### config.mk
export PLATFORM = sky130hd
export DESIGN_NAME = smp_parser
export DESIGN_NICKNAME = d
export VERILOG_FILES = /design/src/shared/smp_pkg.sv /design/src/hw/smp_parser.sv
export SDC_FILE = /design/constraint.sdc
export NUM_CORES = 1
export LEC_CHECK = 0
export BUFFER_PORTS_ARGS = -buffer_cell sky130_fd_sc_hd__buf_2
export CELL_PAD_IN_SITES_DETAIL_PLACEMENT = 0
export CELL_PAD_IN_SITES_GLOBAL_PLACEMENT = 1
export CORE_UTILIZATION = 29
export CTS_BUF_LIST = sky130_fd_sc_hd__clkbuf_16
export CTS_CLUSTER_SIZE = 8
export DETAILED_ROUTE_END_ITERATION = 16
export PLACE_DENSITY_LB_ADDON = 0.1
export SETUP_SLACK_MARGIN = 0.02
export SLEW_MARGIN = 0
export SYNTH_ARGS = -nofsm -noshare
export SYNTH_HDL_FRONTEND = slang
export SYNTH_SLANG_ARGS = --single-unit
### constraint.sdc
create_clock -name clock -period 5.9 [get_ports clock]
set_input_delay 0.59 -clock clock [delete_from_list [all_inputs] [get_ports clock]]
set_output_delay 0.59 -clock clock [all_outputs]
set_load 0.01 [all_outputs]
### src/shared/smp_pkg.sv
// Constants, keyword tree and helper functions for the command message parser
package smp_pkg;

   // Character codes
   localparam logic [7:0] CHR_NL = 8'h0a;
   localparam logic [7:0] CHR_SPACE = 8'h20;
   localparam logic [7:0] CHR_PLUS = 8'h2b;
   localparam logic [7:0] CHR_MINUS = 8'h2d;
   localparam logic [7:0] CHR_DOT = 8'h2e;
   localparam logic [7:0] CHR_ZERO = 8'h30;
   localparam logic [7:0] CHR_NINE = 8'h39;
   localparam logic [7:0] CHR_COLON = 8'h3a;
   localparam logic [7:0] CHR_SEMI = 8'h3b;
   localparam logic [7:0] CHR_QMARK = 8'h3f;
   localparam logic [7:0] CHR_LOW_A = 8'h61;
   localparam logic [7:0] CHR_LOW_Z = 8'h7a;
   localparam logic [7:0] CASE_OFFSET = 8'h20;

   // Keyword store geometry and short-form limits
   localparam logic [3:0] KW_CHARS = 4'hc;
   localparam int KW_COUNT = 31;
   localparam logic [3:0] SHORT_LONG = 4'h4;
   localparam logic [3:0] SHORT_VOWEL = 4'h3;
   localparam logic [31:0] DEC_BASE = 32'h0000000a;

   // Tree nodes: root is zero, node n is table entry n-1
   localparam logic [4:0] NODE_ROOT = 5'h00;
   localparam logic [4:0] NODE_SOURCE = 5'h08;
   localparam logic [4:0] NODE_CAL_STATE = 5'h1a;

   typedef enum logic [2:0] {SMP_KEY = 3'b001, SMP_PARAM = 3'b010, SMP_SKIP = 3'b100} smp_state_t;
   typedef logic [95:0] smp_word_t;

   // Long forms, right aligned, upper case
   localparam smp_word_t KW_TEXT [KW_COUNT] = '{
      96'("ABORT"), 96'("CALIBRATE"), 96'("DISPLAY"), 96'("INITIATE"), 96'("LIST"),
      96'("MEASURE"), 96'("OUTPUT"), 96'("SOURCE"), 96'("STATUS"), 96'("SYSTEM"),
      96'("TRIGGER"), 96'("VOLTAGE"), 96'("CURRENT"), 96'("FUNCTION"), 96'("OPERATION"),
      96'("PRESET"), 96'("QUESTIONABLE"), 96'("CONDITION"), 96'("ENABLE"), 96'("EVENT"),
      96'("CONDITION"), 96'("ENABLE"), 96'("EVENT"), 96'("LEVEL"), 96'("LEVEL"),
      96'("STATE"), 96'("VOLTAGE"), 96'("CURRENT"), 96'("ERROR"), 96'("IMMEDIATE"),
      96'("IMMEDIATE")};
   localparam logic [3:0] KW_LEN [KW_COUNT] = '{
      4'h5, 4'h9, 4'h7, 4'h8, 4'h4, 4'h7, 4'h6, 4'h6, 4'h6, 4'h6,
      4'h7, 4'h7, 4'h7, 4'h8, 4'h9, 4'h6, 4'hc, 4'h9, 4'h6, 4'h5,
      4'h9, 4'h6, 4'h5, 4'h5, 4'h5, 4'h5, 4'h7, 4'h7, 4'h5, 4'h9,
      4'h9};
   localparam logic [4:0] KW_PARENT [KW_COUNT] = '{
      5'h00, 5'h00, 5'h00, 5'h00, 5'h00, 5'h00, 5'h00, 5'h00, 5'h00, 5'h00,
      5'h00, 5'h08, 5'h08, 5'h08, 5'h09, 5'h09, 5'h09, 5'h0f, 5'h0f, 5'h0f,
      5'h11, 5'h11, 5'h11, 5'h0c, 5'h0d, 5'h02, 5'h06, 5'h06, 5'h0a, 5'h18,
      5'h19};

   // Folds lower-case letters onto upper case
   function automatic logic [7:0] smp_upcase(input logic [7:0] c);
      if (c >= CHR_LOW_A && c <= CHR_LOW_Z) begin
         return c - CASE_OFFSET;
      end
      return c;
   endfunction : smp_upcase

   // Length of the short form of a long-form keyword
   function automatic logic [3:0] smp_short_len(input smp_word_t word, input logic [3:0] wlen);
      smp_word_t sh;
      logic [7:0] c4;
      if (wlen <= SHORT_LONG) begin
         return wlen;
      end
      sh = word >> (8 * (wlen - SHORT_LONG));
      c4 = sh[7:0];
      if (c4 == "A" || c4 == "E" || c4 == "I" || c4 == "O" || c4 == "U") begin
         return SHORT_VOWEL;
      end
      return SHORT_LONG;
   endfunction : smp_short_len

   // Accepts only the exact short form or the exact long form
   function automatic logic smp_kw_match(input smp_word_t key, input logic [3:0] klen, input smp_word_t word,
                                         input logic [3:0] wlen);
      logic [3:0] s;
      s = smp_short_len(word, wlen);
      return (klen == wlen && key == word) || (klen == s && key == (word >> (8 * (wlen - s))));
   endfunction : smp_kw_match

endpackage : smp_pkg

### src/hw/smp_parser.sv
// Character-stream program message parser with command tree tracking
module smp_parser (
   // Clock and reset
   input wire logic clock,
   input wire logic resetn,
   // Received character stream
   input wire logic [7:0] rx_data,
   input wire logic rx_valid,
   input wire logic end_line_flag,
   // Calibration access and status control
   input wire logic [31:0] cal_code,
   input wire logic err_clear,
   // Decoded message units
   output logic unit_valid,
   output logic [4:0] unit_node,
   output logic unit_query,
   output logic unit_param,
   output logic unit_numeric,
   output logic [31:0] unit_value,
   // Message and status
   output logic msg_done,
   output logic cmd_error,
   output logic cal_mode,
   output logic [4:0] tree_level
);

   smp_pkg::smp_state_t state_q, state_d;
   smp_pkg::smp_word_t key_q, key_d, key_a, lk_key;
   logic [3:0] klen_q, klen_d, klen_a, lk_len;
   logic [4:0] node_q, node_d, lvl_d, hit_node, emit_node;
   logic pend_q, pend_d, query_q, query_d, start_q, start_d;
   logic pany_q, pany_d, pnum_q, pnum_d;
   logic [31:0] pval_q, pval_d;
   logic [7:0] ch;
   logic is_nl, ordinary, is_digit, term, hit;
   logic emit, emit_query, emit_param, emit_num, err, done;
   logic [31:0] emit_val;
   logic cal_hit, cal_ok, cal_exit, cal_refuse;

   // Character classification; case is folded before every comparison except the newline test
   assign ch = smp_pkg::smp_upcase(rx_data);
   assign is_nl = (rx_data == smp_pkg::CHR_NL);
   assign term = rx_valid && (is_nl || end_line_flag);
   assign ordinary = !(is_nl || ch == smp_pkg::CHR_COLON || ch == smp_pkg::CHR_SEMI ||
                       ch == smp_pkg::CHR_QMARK || ch == smp_pkg::CHR_SPACE);
   assign is_digit = (ch >= smp_pkg::CHR_ZERO) && (ch <= smp_pkg::CHR_NINE);

   // Keyword as it stands after this character, so an end-of-line character still counts
   assign key_a = {key_q[87:0], ch};
   assign klen_a = klen_q + 4'h1;
   assign lk_key = ordinary ? key_a : key_q;
   assign lk_len = ordinary ? klen_a : klen_q;

   // Search of the current level; the source level is also searched from the root
   always_comb begin
      hit = 1'b0;
      hit_node = smp_pkg::NODE_ROOT;
      for (int i = 0; i < smp_pkg::KW_COUNT; i++) begin
         if (!hit && (smp_pkg::KW_PARENT[i] == tree_level ||
             (tree_level == smp_pkg::NODE_ROOT && smp_pkg::KW_PARENT[i] == smp_pkg::NODE_SOURCE)) &&
             smp_pkg::smp_kw_match(lk_key, lk_len, smp_pkg::KW_TEXT[i], smp_pkg::KW_LEN[i])) begin
            hit = 1'b1;
            hit_node = 5'(i + 1);
         end
      end
   end

   // Parse sequencer: one character per valid cycle, no stall needed
   always_comb begin
      state_d = state_q;
      key_d = key_q;
      klen_d = klen_q;
      lvl_d = tree_level;
      node_d = node_q;
      pend_d = pend_q;
      query_d = query_q;
      start_d = start_q;
      pany_d = pany_q;
      pnum_d = pnum_q;
      pval_d = pval_q;
      emit = 1'b0;
      emit_node = node_q;
      emit_query = query_q;
      emit_num = pnum_q;
      emit_val = pval_q;
      err = 1'b0;
      done = 1'b0;
      if (rx_valid) begin
         unique case (state_q)
            smp_pkg::SMP_KEY: begin
               if (ordinary && (pend_q || klen_q == smp_pkg::KW_CHARS)) begin
                  err = 1'b1;
               end else if (ordinary) begin
                  key_d = key_a;
                  klen_d = klen_a;
                  start_d = 1'b0;
               end
               if (!err && (!ordinary || end_line_flag)) begin
                  if (term || ch == smp_pkg::CHR_SEMI) begin
                     // Unit closes here; after a semicolon the level is kept for the next unit
                     if (lk_len != 4'h0) begin
                        if (hit) begin
                           emit = 1'b1;
                           emit_node = hit_node;
                           emit_query = 1'b0;
                        end else begin
                           err = 1'b1;
                        end
                     end else if (pend_q) begin
                        emit = 1'b1;
                        emit_query = 1'b1;
                     end
                     start_d = 1'b1;
                  end else if (ch == smp_pkg::CHR_COLON) begin
                     if (klen_q != 4'h0) begin
                        if (hit) begin
                           lvl_d = hit_node;
                        end else begin
                           err = 1'b1;
                        end
                     end else if (pend_q) begin
                        query_d = 1'b0;
                     end else if (start_q) begin
                        lvl_d = smp_pkg::NODE_ROOT;
                     end else begin
                        err = 1'b1;
                     end
                  end else if (ch == smp_pkg::CHR_QMARK) begin
                     if (klen_q != 4'h0 && hit) begin
                        node_d = hit_node;
                        query_d = 1'b1;
                     end else begin
                        err = 1'b1;
                     end
                  end else if (klen_q != 4'h0) begin
                     // Space after a keyword opens the parameter
                     if (hit) begin
                        node_d = hit_node;
                        query_d = 1'b0;
                        state_d = smp_pkg::SMP_PARAM;
                     end else begin
                        err = 1'b1;
                     end
                  end else if (pend_q) begin
                     state_d = smp_pkg::SMP_PARAM;
                  end
                  pend_d = (ch == smp_pkg::CHR_QMARK) && !term;
                  key_d = '0;
                  klen_d = 4'h0;
               end
            end
            smp_pkg::SMP_PARAM: begin
               if (ordinary) begin
                  pany_d = 1'b1;
                  if (is_digit) begin
                     pval_d = 32'(pval_q * smp_pkg::DEC_BASE + {24'h0, ch - smp_pkg::CHR_ZERO});
                  end else if (ch != smp_pkg::CHR_DOT && ch != smp_pkg::CHR_PLUS && ch != smp_pkg::CHR_MINUS) begin
                     pnum_d = 1'b0;
                  end
               end
               if (term || ch == smp_pkg::CHR_SEMI) begin
                  emit = 1'b1;
                  start_d = 1'b1;
                  state_d = smp_pkg::SMP_KEY;
               end else if ((ch == smp_pkg::CHR_SPACE && pany_q) || ch == smp_pkg::CHR_COLON ||
                            ch == smp_pkg::CHR_QMARK) begin
                  err = 1'b1;
               end
            end
            smp_pkg::SMP_SKIP: begin
               // Rest of a bad unit is dropped up to the next semicolon or terminator
               if (ch == smp_pkg::CHR_SEMI) begin
                  state_d = smp_pkg::SMP_KEY;
                  start_d = 1'b1;
               end
            end
         endcase
         if (err) begin
            state_d = smp_pkg::SMP_SKIP;
            emit = 1'b0;
         end
         if (emit || err || (state_q == smp_pkg::SMP_SKIP && ch == smp_pkg::CHR_SEMI)) begin
            pend_d = 1'b0;
            query_d = 1'b0;
            key_d = '0;
            klen_d = 4'h0;
         end
         if (term) begin
            // Only here does a message close
            done = 1'b1;
            lvl_d = smp_pkg::NODE_ROOT;
            state_d = smp_pkg::SMP_KEY;
            start_d = 1'b1;
            pend_d = 1'b0;
            query_d = 1'b0;
            key_d = '0;
            klen_d = 4'h0;
         end
         // Parameter as it closes, taken before the accumulator is cleared for the next unit
         emit_num = pnum_d;
         emit_val = pval_d;
         if (state_d != smp_pkg::SMP_PARAM) begin
            pany_d = 1'b0;
            pnum_d = 1'b1;
            pval_d = 32'h0;
         end
      end
   end

   assign emit_param = (state_q == smp_pkg::SMP_PARAM) && (pany_q || (ordinary && rx_valid));

   // Keyword assembly and unit context
   always_ff @(posedge clock) begin
      if (!resetn) begin
         state_q <= smp_pkg::SMP_KEY;
         key_q <= '0;
         klen_q <= 4'h0;
         node_q <= smp_pkg::NODE_ROOT;
         pend_q <= 1'b0;
         query_q <= 1'b0;
         start_q <= 1'b1;
      end else begin
         state_q <= state_d;
         key_q <= key_d;
         klen_q <= klen_d;
         node_q <= node_d;
         pend_q <= pend_d;
         query_q <= query_d;
         start_q <= start_d;
      end
   end

   // Parameter accumulation; numeric values wrap silently beyond 32 bits
   always_ff @(posedge clock) begin
      if (!resetn) begin
         pany_q <= 1'b0;
         pnum_q <= 1'b1;
         pval_q <= 32'h0;
      end else begin
         pany_q <= pany_d;
         pnum_q <= pnum_d;
         pval_q <= pval_d;
      end
   end

   // Tree position
   always_ff @(posedge clock) begin
      if (!resetn) begin
         tree_level <= smp_pkg::NODE_ROOT;
      end else begin
         tree_level <= lvl_d;
      end
   end

   // Unit hand-off to the command executor
   always_ff @(posedge clock) begin
      if (!resetn) begin
         unit_valid <= 1'b0;
         unit_node <= smp_pkg::NODE_ROOT;
         unit_query <= 1'b0;
         unit_param <= 1'b0;
         unit_numeric <= 1'b0;
         unit_value <= 32'h0;
         msg_done <= 1'b0;
      end else begin
         unit_valid <= emit;
         msg_done <= done;
         if (emit) begin
            unit_node <= emit_node;
            unit_query <= emit_query;
            unit_param <= emit_param;
            unit_numeric <= emit_param && emit_num;
            unit_value <= emit_val;
         end
      end
   end

   // Calibration gate: zero leaves, the access code enters, anything else is refused
   assign cal_hit = emit && emit_node == smp_pkg::NODE_CAL_STATE && !emit_query && emit_param;
   assign cal_exit = cal_hit && emit_num && emit_val == 32'h0;
   assign cal_ok = cal_hit && emit_num && emit_val == cal_code && !cal_exit;
   assign cal_refuse = cal_hit && !cal_exit && !cal_ok;

   always_ff @(posedge clock) begin
      if (!resetn) begin
         cal_mode <= 1'b0;
      end else if (cal_ok) begin
         cal_mode <= 1'b1;
      end else if (cal_exit) begin
         cal_mode <= 1'b0;
      end
   end

   // Sticky error; a new error in the clear cycle wins
   always_ff @(posedge clock) begin
      if (!resetn) begin
         cmd_error <= 1'b0;
      end else if (err || cal_refuse) begin
         cmd_error <= 1'b1;
      end else if (err_clear) begin
         cmd_error <= 1'b0;
      end
   end
endmodule : smp_parser

==> impl_metrics.ini <==
[route]
wirelength_um = 102000
drc = 0
drtAntennaViolNets = 0
firstDrtPassIters = 6
wire_per_inst_um = 28.9
viasPerCell = 6.09
initialDrtViolationCount = 2269
num_vias = 21500

[logic_synthesis]
yosys.area.top_type = dfxtp_1
synthTopCellsByArea = dfxtp_1, ha_1, a22o_1
synth_nets = 2452
synth_top_cell_area_share_pct = 21.8
ys_seq_area_share_pct = 21.8
synth_area_per_cell_sq_um = 7.60
ys.flop_type = dfxtp_1
synth_edf_count = 0
synthTopCellsByCount = nand2_1, dfxtp_1, nor2_1, nor3_1, nand3_1
synth_seq_cells = 194
async_flop_share_pct = 0
yosysWarnings = 0
synth.distinct_cells = 112
yosysMostFrequentCell = nand2_1
syn_area_sq_um = 17800
netlist_instances = 2338

[critical_path]
max_stage_delay_ps = 700
reg2reg_depth = 17
path_cells = ha_1 -> ha_1 -> o21a_1 -> o21ai_0 -> or4b_2 -> o22a_1 -> o211ai_1 -> o2111ai_1 -> nor4_4 -> buf_4 -> nand2_1 -> xnor2_1 -> o21ai_0 -> or4_1 -> or4_1 -> a21o_1 -> a32o_1
rrSetupSlack_ps = 200
crit_slowest_cell = or4b_2
start_kind = flip-flop
path_buf_inv = 1
critical_path_required_ps = 6310
arrival_ps = 6120
timing.rr.end = cmd_error
worstSetupPathType = flip-flop to flip-flop
cp-end-kind = flip-flop
crit_family = simple AND/OR/NAND/NOR gates
critPathMaxFanout = 7
rr_startpoint = pval_q[14]

[power]
cellPowerDensity_nw_per_um2 = 127
ir_drop_v = 0.000220
p_leak_nw = 9.10

[place]
port_buffers = 93
postPlaceCellArea_sq_um = 22100
dp_hpwl_um = 84200
gp_congestion = 1.00

[min_path]
min-delay-start = err_clear
hold-path-cell-count = 4
hold_path_end = cmd_error
hp-class = input pin to flip-flop

[floorplan]
fp-row-count = 90
die_height_um = 250
io-pin-count = 94
initial_utilization_pct = 29.4
die_area_sq_um = 62300
core_sq_um = 60500
die_width_um = 250

[clocking]
cts_tree = built
ctsHtreeMaxLevel = 4
clockBufferDepth = 2
cts_hold_buf = 0
cts_root_buffer = clkbuf_16
clkLatencyLatePin_ps = 510
numCtsBuffers = 17
path_clk_slew_ps = 90
numClockSinks = 194

[timing]
tns_ps = 0
min_period_ps = 5700
drv_slew = 0
max_slew_margin_pct = 41.2
worst_pin_slew_ps = 874
hold_viol = 0
max_freq_mhz = 175
period_share_pct = 96.7
clock_skew_ps = 21.5
finalSetupViolations = 0

[global_routing]
grt_use_total_pct = 32.2
antenna_found_initial = 6
grt_max_degree = 81
grt_pass1_wl_um = 147000
grt_pass1_vias = 20400
grt-ovfl-total = 0

[final_layout]
drive_above_1_share_pct = 24.6
postLayoutCoreUtil_pct = 38.0
finish.instance_area_sq_um = 23000
layout.nets = 2853
area.growth.synth_to_final_pct = 29.1

[run]
maxCapViolCount = 0

[run_status]
status = finished, final reports clean
[sequential cells by signal (all words and copies together), names as in the netlist, 3 cells and up]
signal,count
key_q,96
tree_level,5
node_q,5
state_q,3
klen_q,4
pval_q,32
unit_node,5
unit_value,32
[worst max-delay path by stage]
stage,from,to,cells after the start
after floorplan,rx_data[3],cal_mode,24
after global placement,rx_data[1],cal_mode,25
after detailed placement,rx_data[1],unit_query,26
after CTS,pval_q[3],cmd_error,19
after global routing,rx_data[1],cal_mode,24
final,pval_q[14],cmd_error,17
[area by class of cell]
| cell class | count | area, sq um |
|---|---|---|
| well taps | 782 | 978 |
| fillers | 6439 | 37500 |
| repair buffers | 533 | 3990 |
| flip-flops and latches | 194 | 3890 |
| clock inverters | 14 | 168 |
| clock buffers | 17 | 425 |
| multi-input cells | 1937 | 13300 |
| diodes | 3 | 7.51 |
| inverters | 56 | 210 |
[worst min-delay path: cells and delay by family]
kind | cells | cell delay (ps)
buffers and inverters | 2 | 150
AO/OA/AOI/OAI | 2 | 200
[kinds of logic (layout without fill, tap and decap cells)]
logic type	count (synthesis)	in the layout	share of synthesized area (%)
AND/OR/NAND/NOR	1102	1103	34.5
AO/OA/AOI/OAI	625	625	26.3
buffers and inverters	208	620	5.00
flip-flops	194	194	21.8
XOR/XNOR	93	93	4.74
adder cells (fa/ha/maj)	69	69	4.94
multiplexers	47	47	2.69
other	0	3	0
[timing repair]
item | 4_1_cts | 5_1_grt
setup endpoints to repair | 0 | 170
resized for setup | 0 | 44
setup buffers | 0 | 3
[metal layers]
layer  part of all wire, %  vias to the layer above  GRT usage (%)
met5                 0.031                        -              0
met4                   2.4                        4           8.25
met3                   8.2                      131           6.82
met2                    41                      914           45.9
met1                    49                    10700           48.2
li1                      -                     9816              -
[power by group]
group | switching, mW | total [mW] | internal, mW
combinational | 0.221 | 0.348 | 0.128
clock | 0.677 | 1.25 | 0.570
sequential | 0.00727 | 1.32 | 1.31
total | 0.904 | 2.91 | 2.01
[stage by stage]
stage	setup WS [ps]	std cells	hold WS [ps]	power [mW]
after floorplan	212	2338	448	1.52
after global placement	-344	3498	465	1.69
after detailed placement	-333	3498	470	1.69
after CTS	112	3529	438	2.94
after global routing	-1.95	3533	475	3.02
final	197	3536	456	2.91
[placed cells by master (no fill, tap or decap), types with 41 or more instances in the layout]
cell type,instances
o21ai_0,99
inv_1,56
ha_1,67
nand3_1,120
xnor2_1,56
a21oi_1,101
and2_1,42
nor4_1,74
buf_4,422
buf_2,93
nor2b_1,54
nor2_1,142
mux2i_1,41
nor3_1,121
dfxtp_1,189
nand2_1,202
a22o_1,90
nand4_1,89
Note: power is estimated with default switching activity, not from simulation.
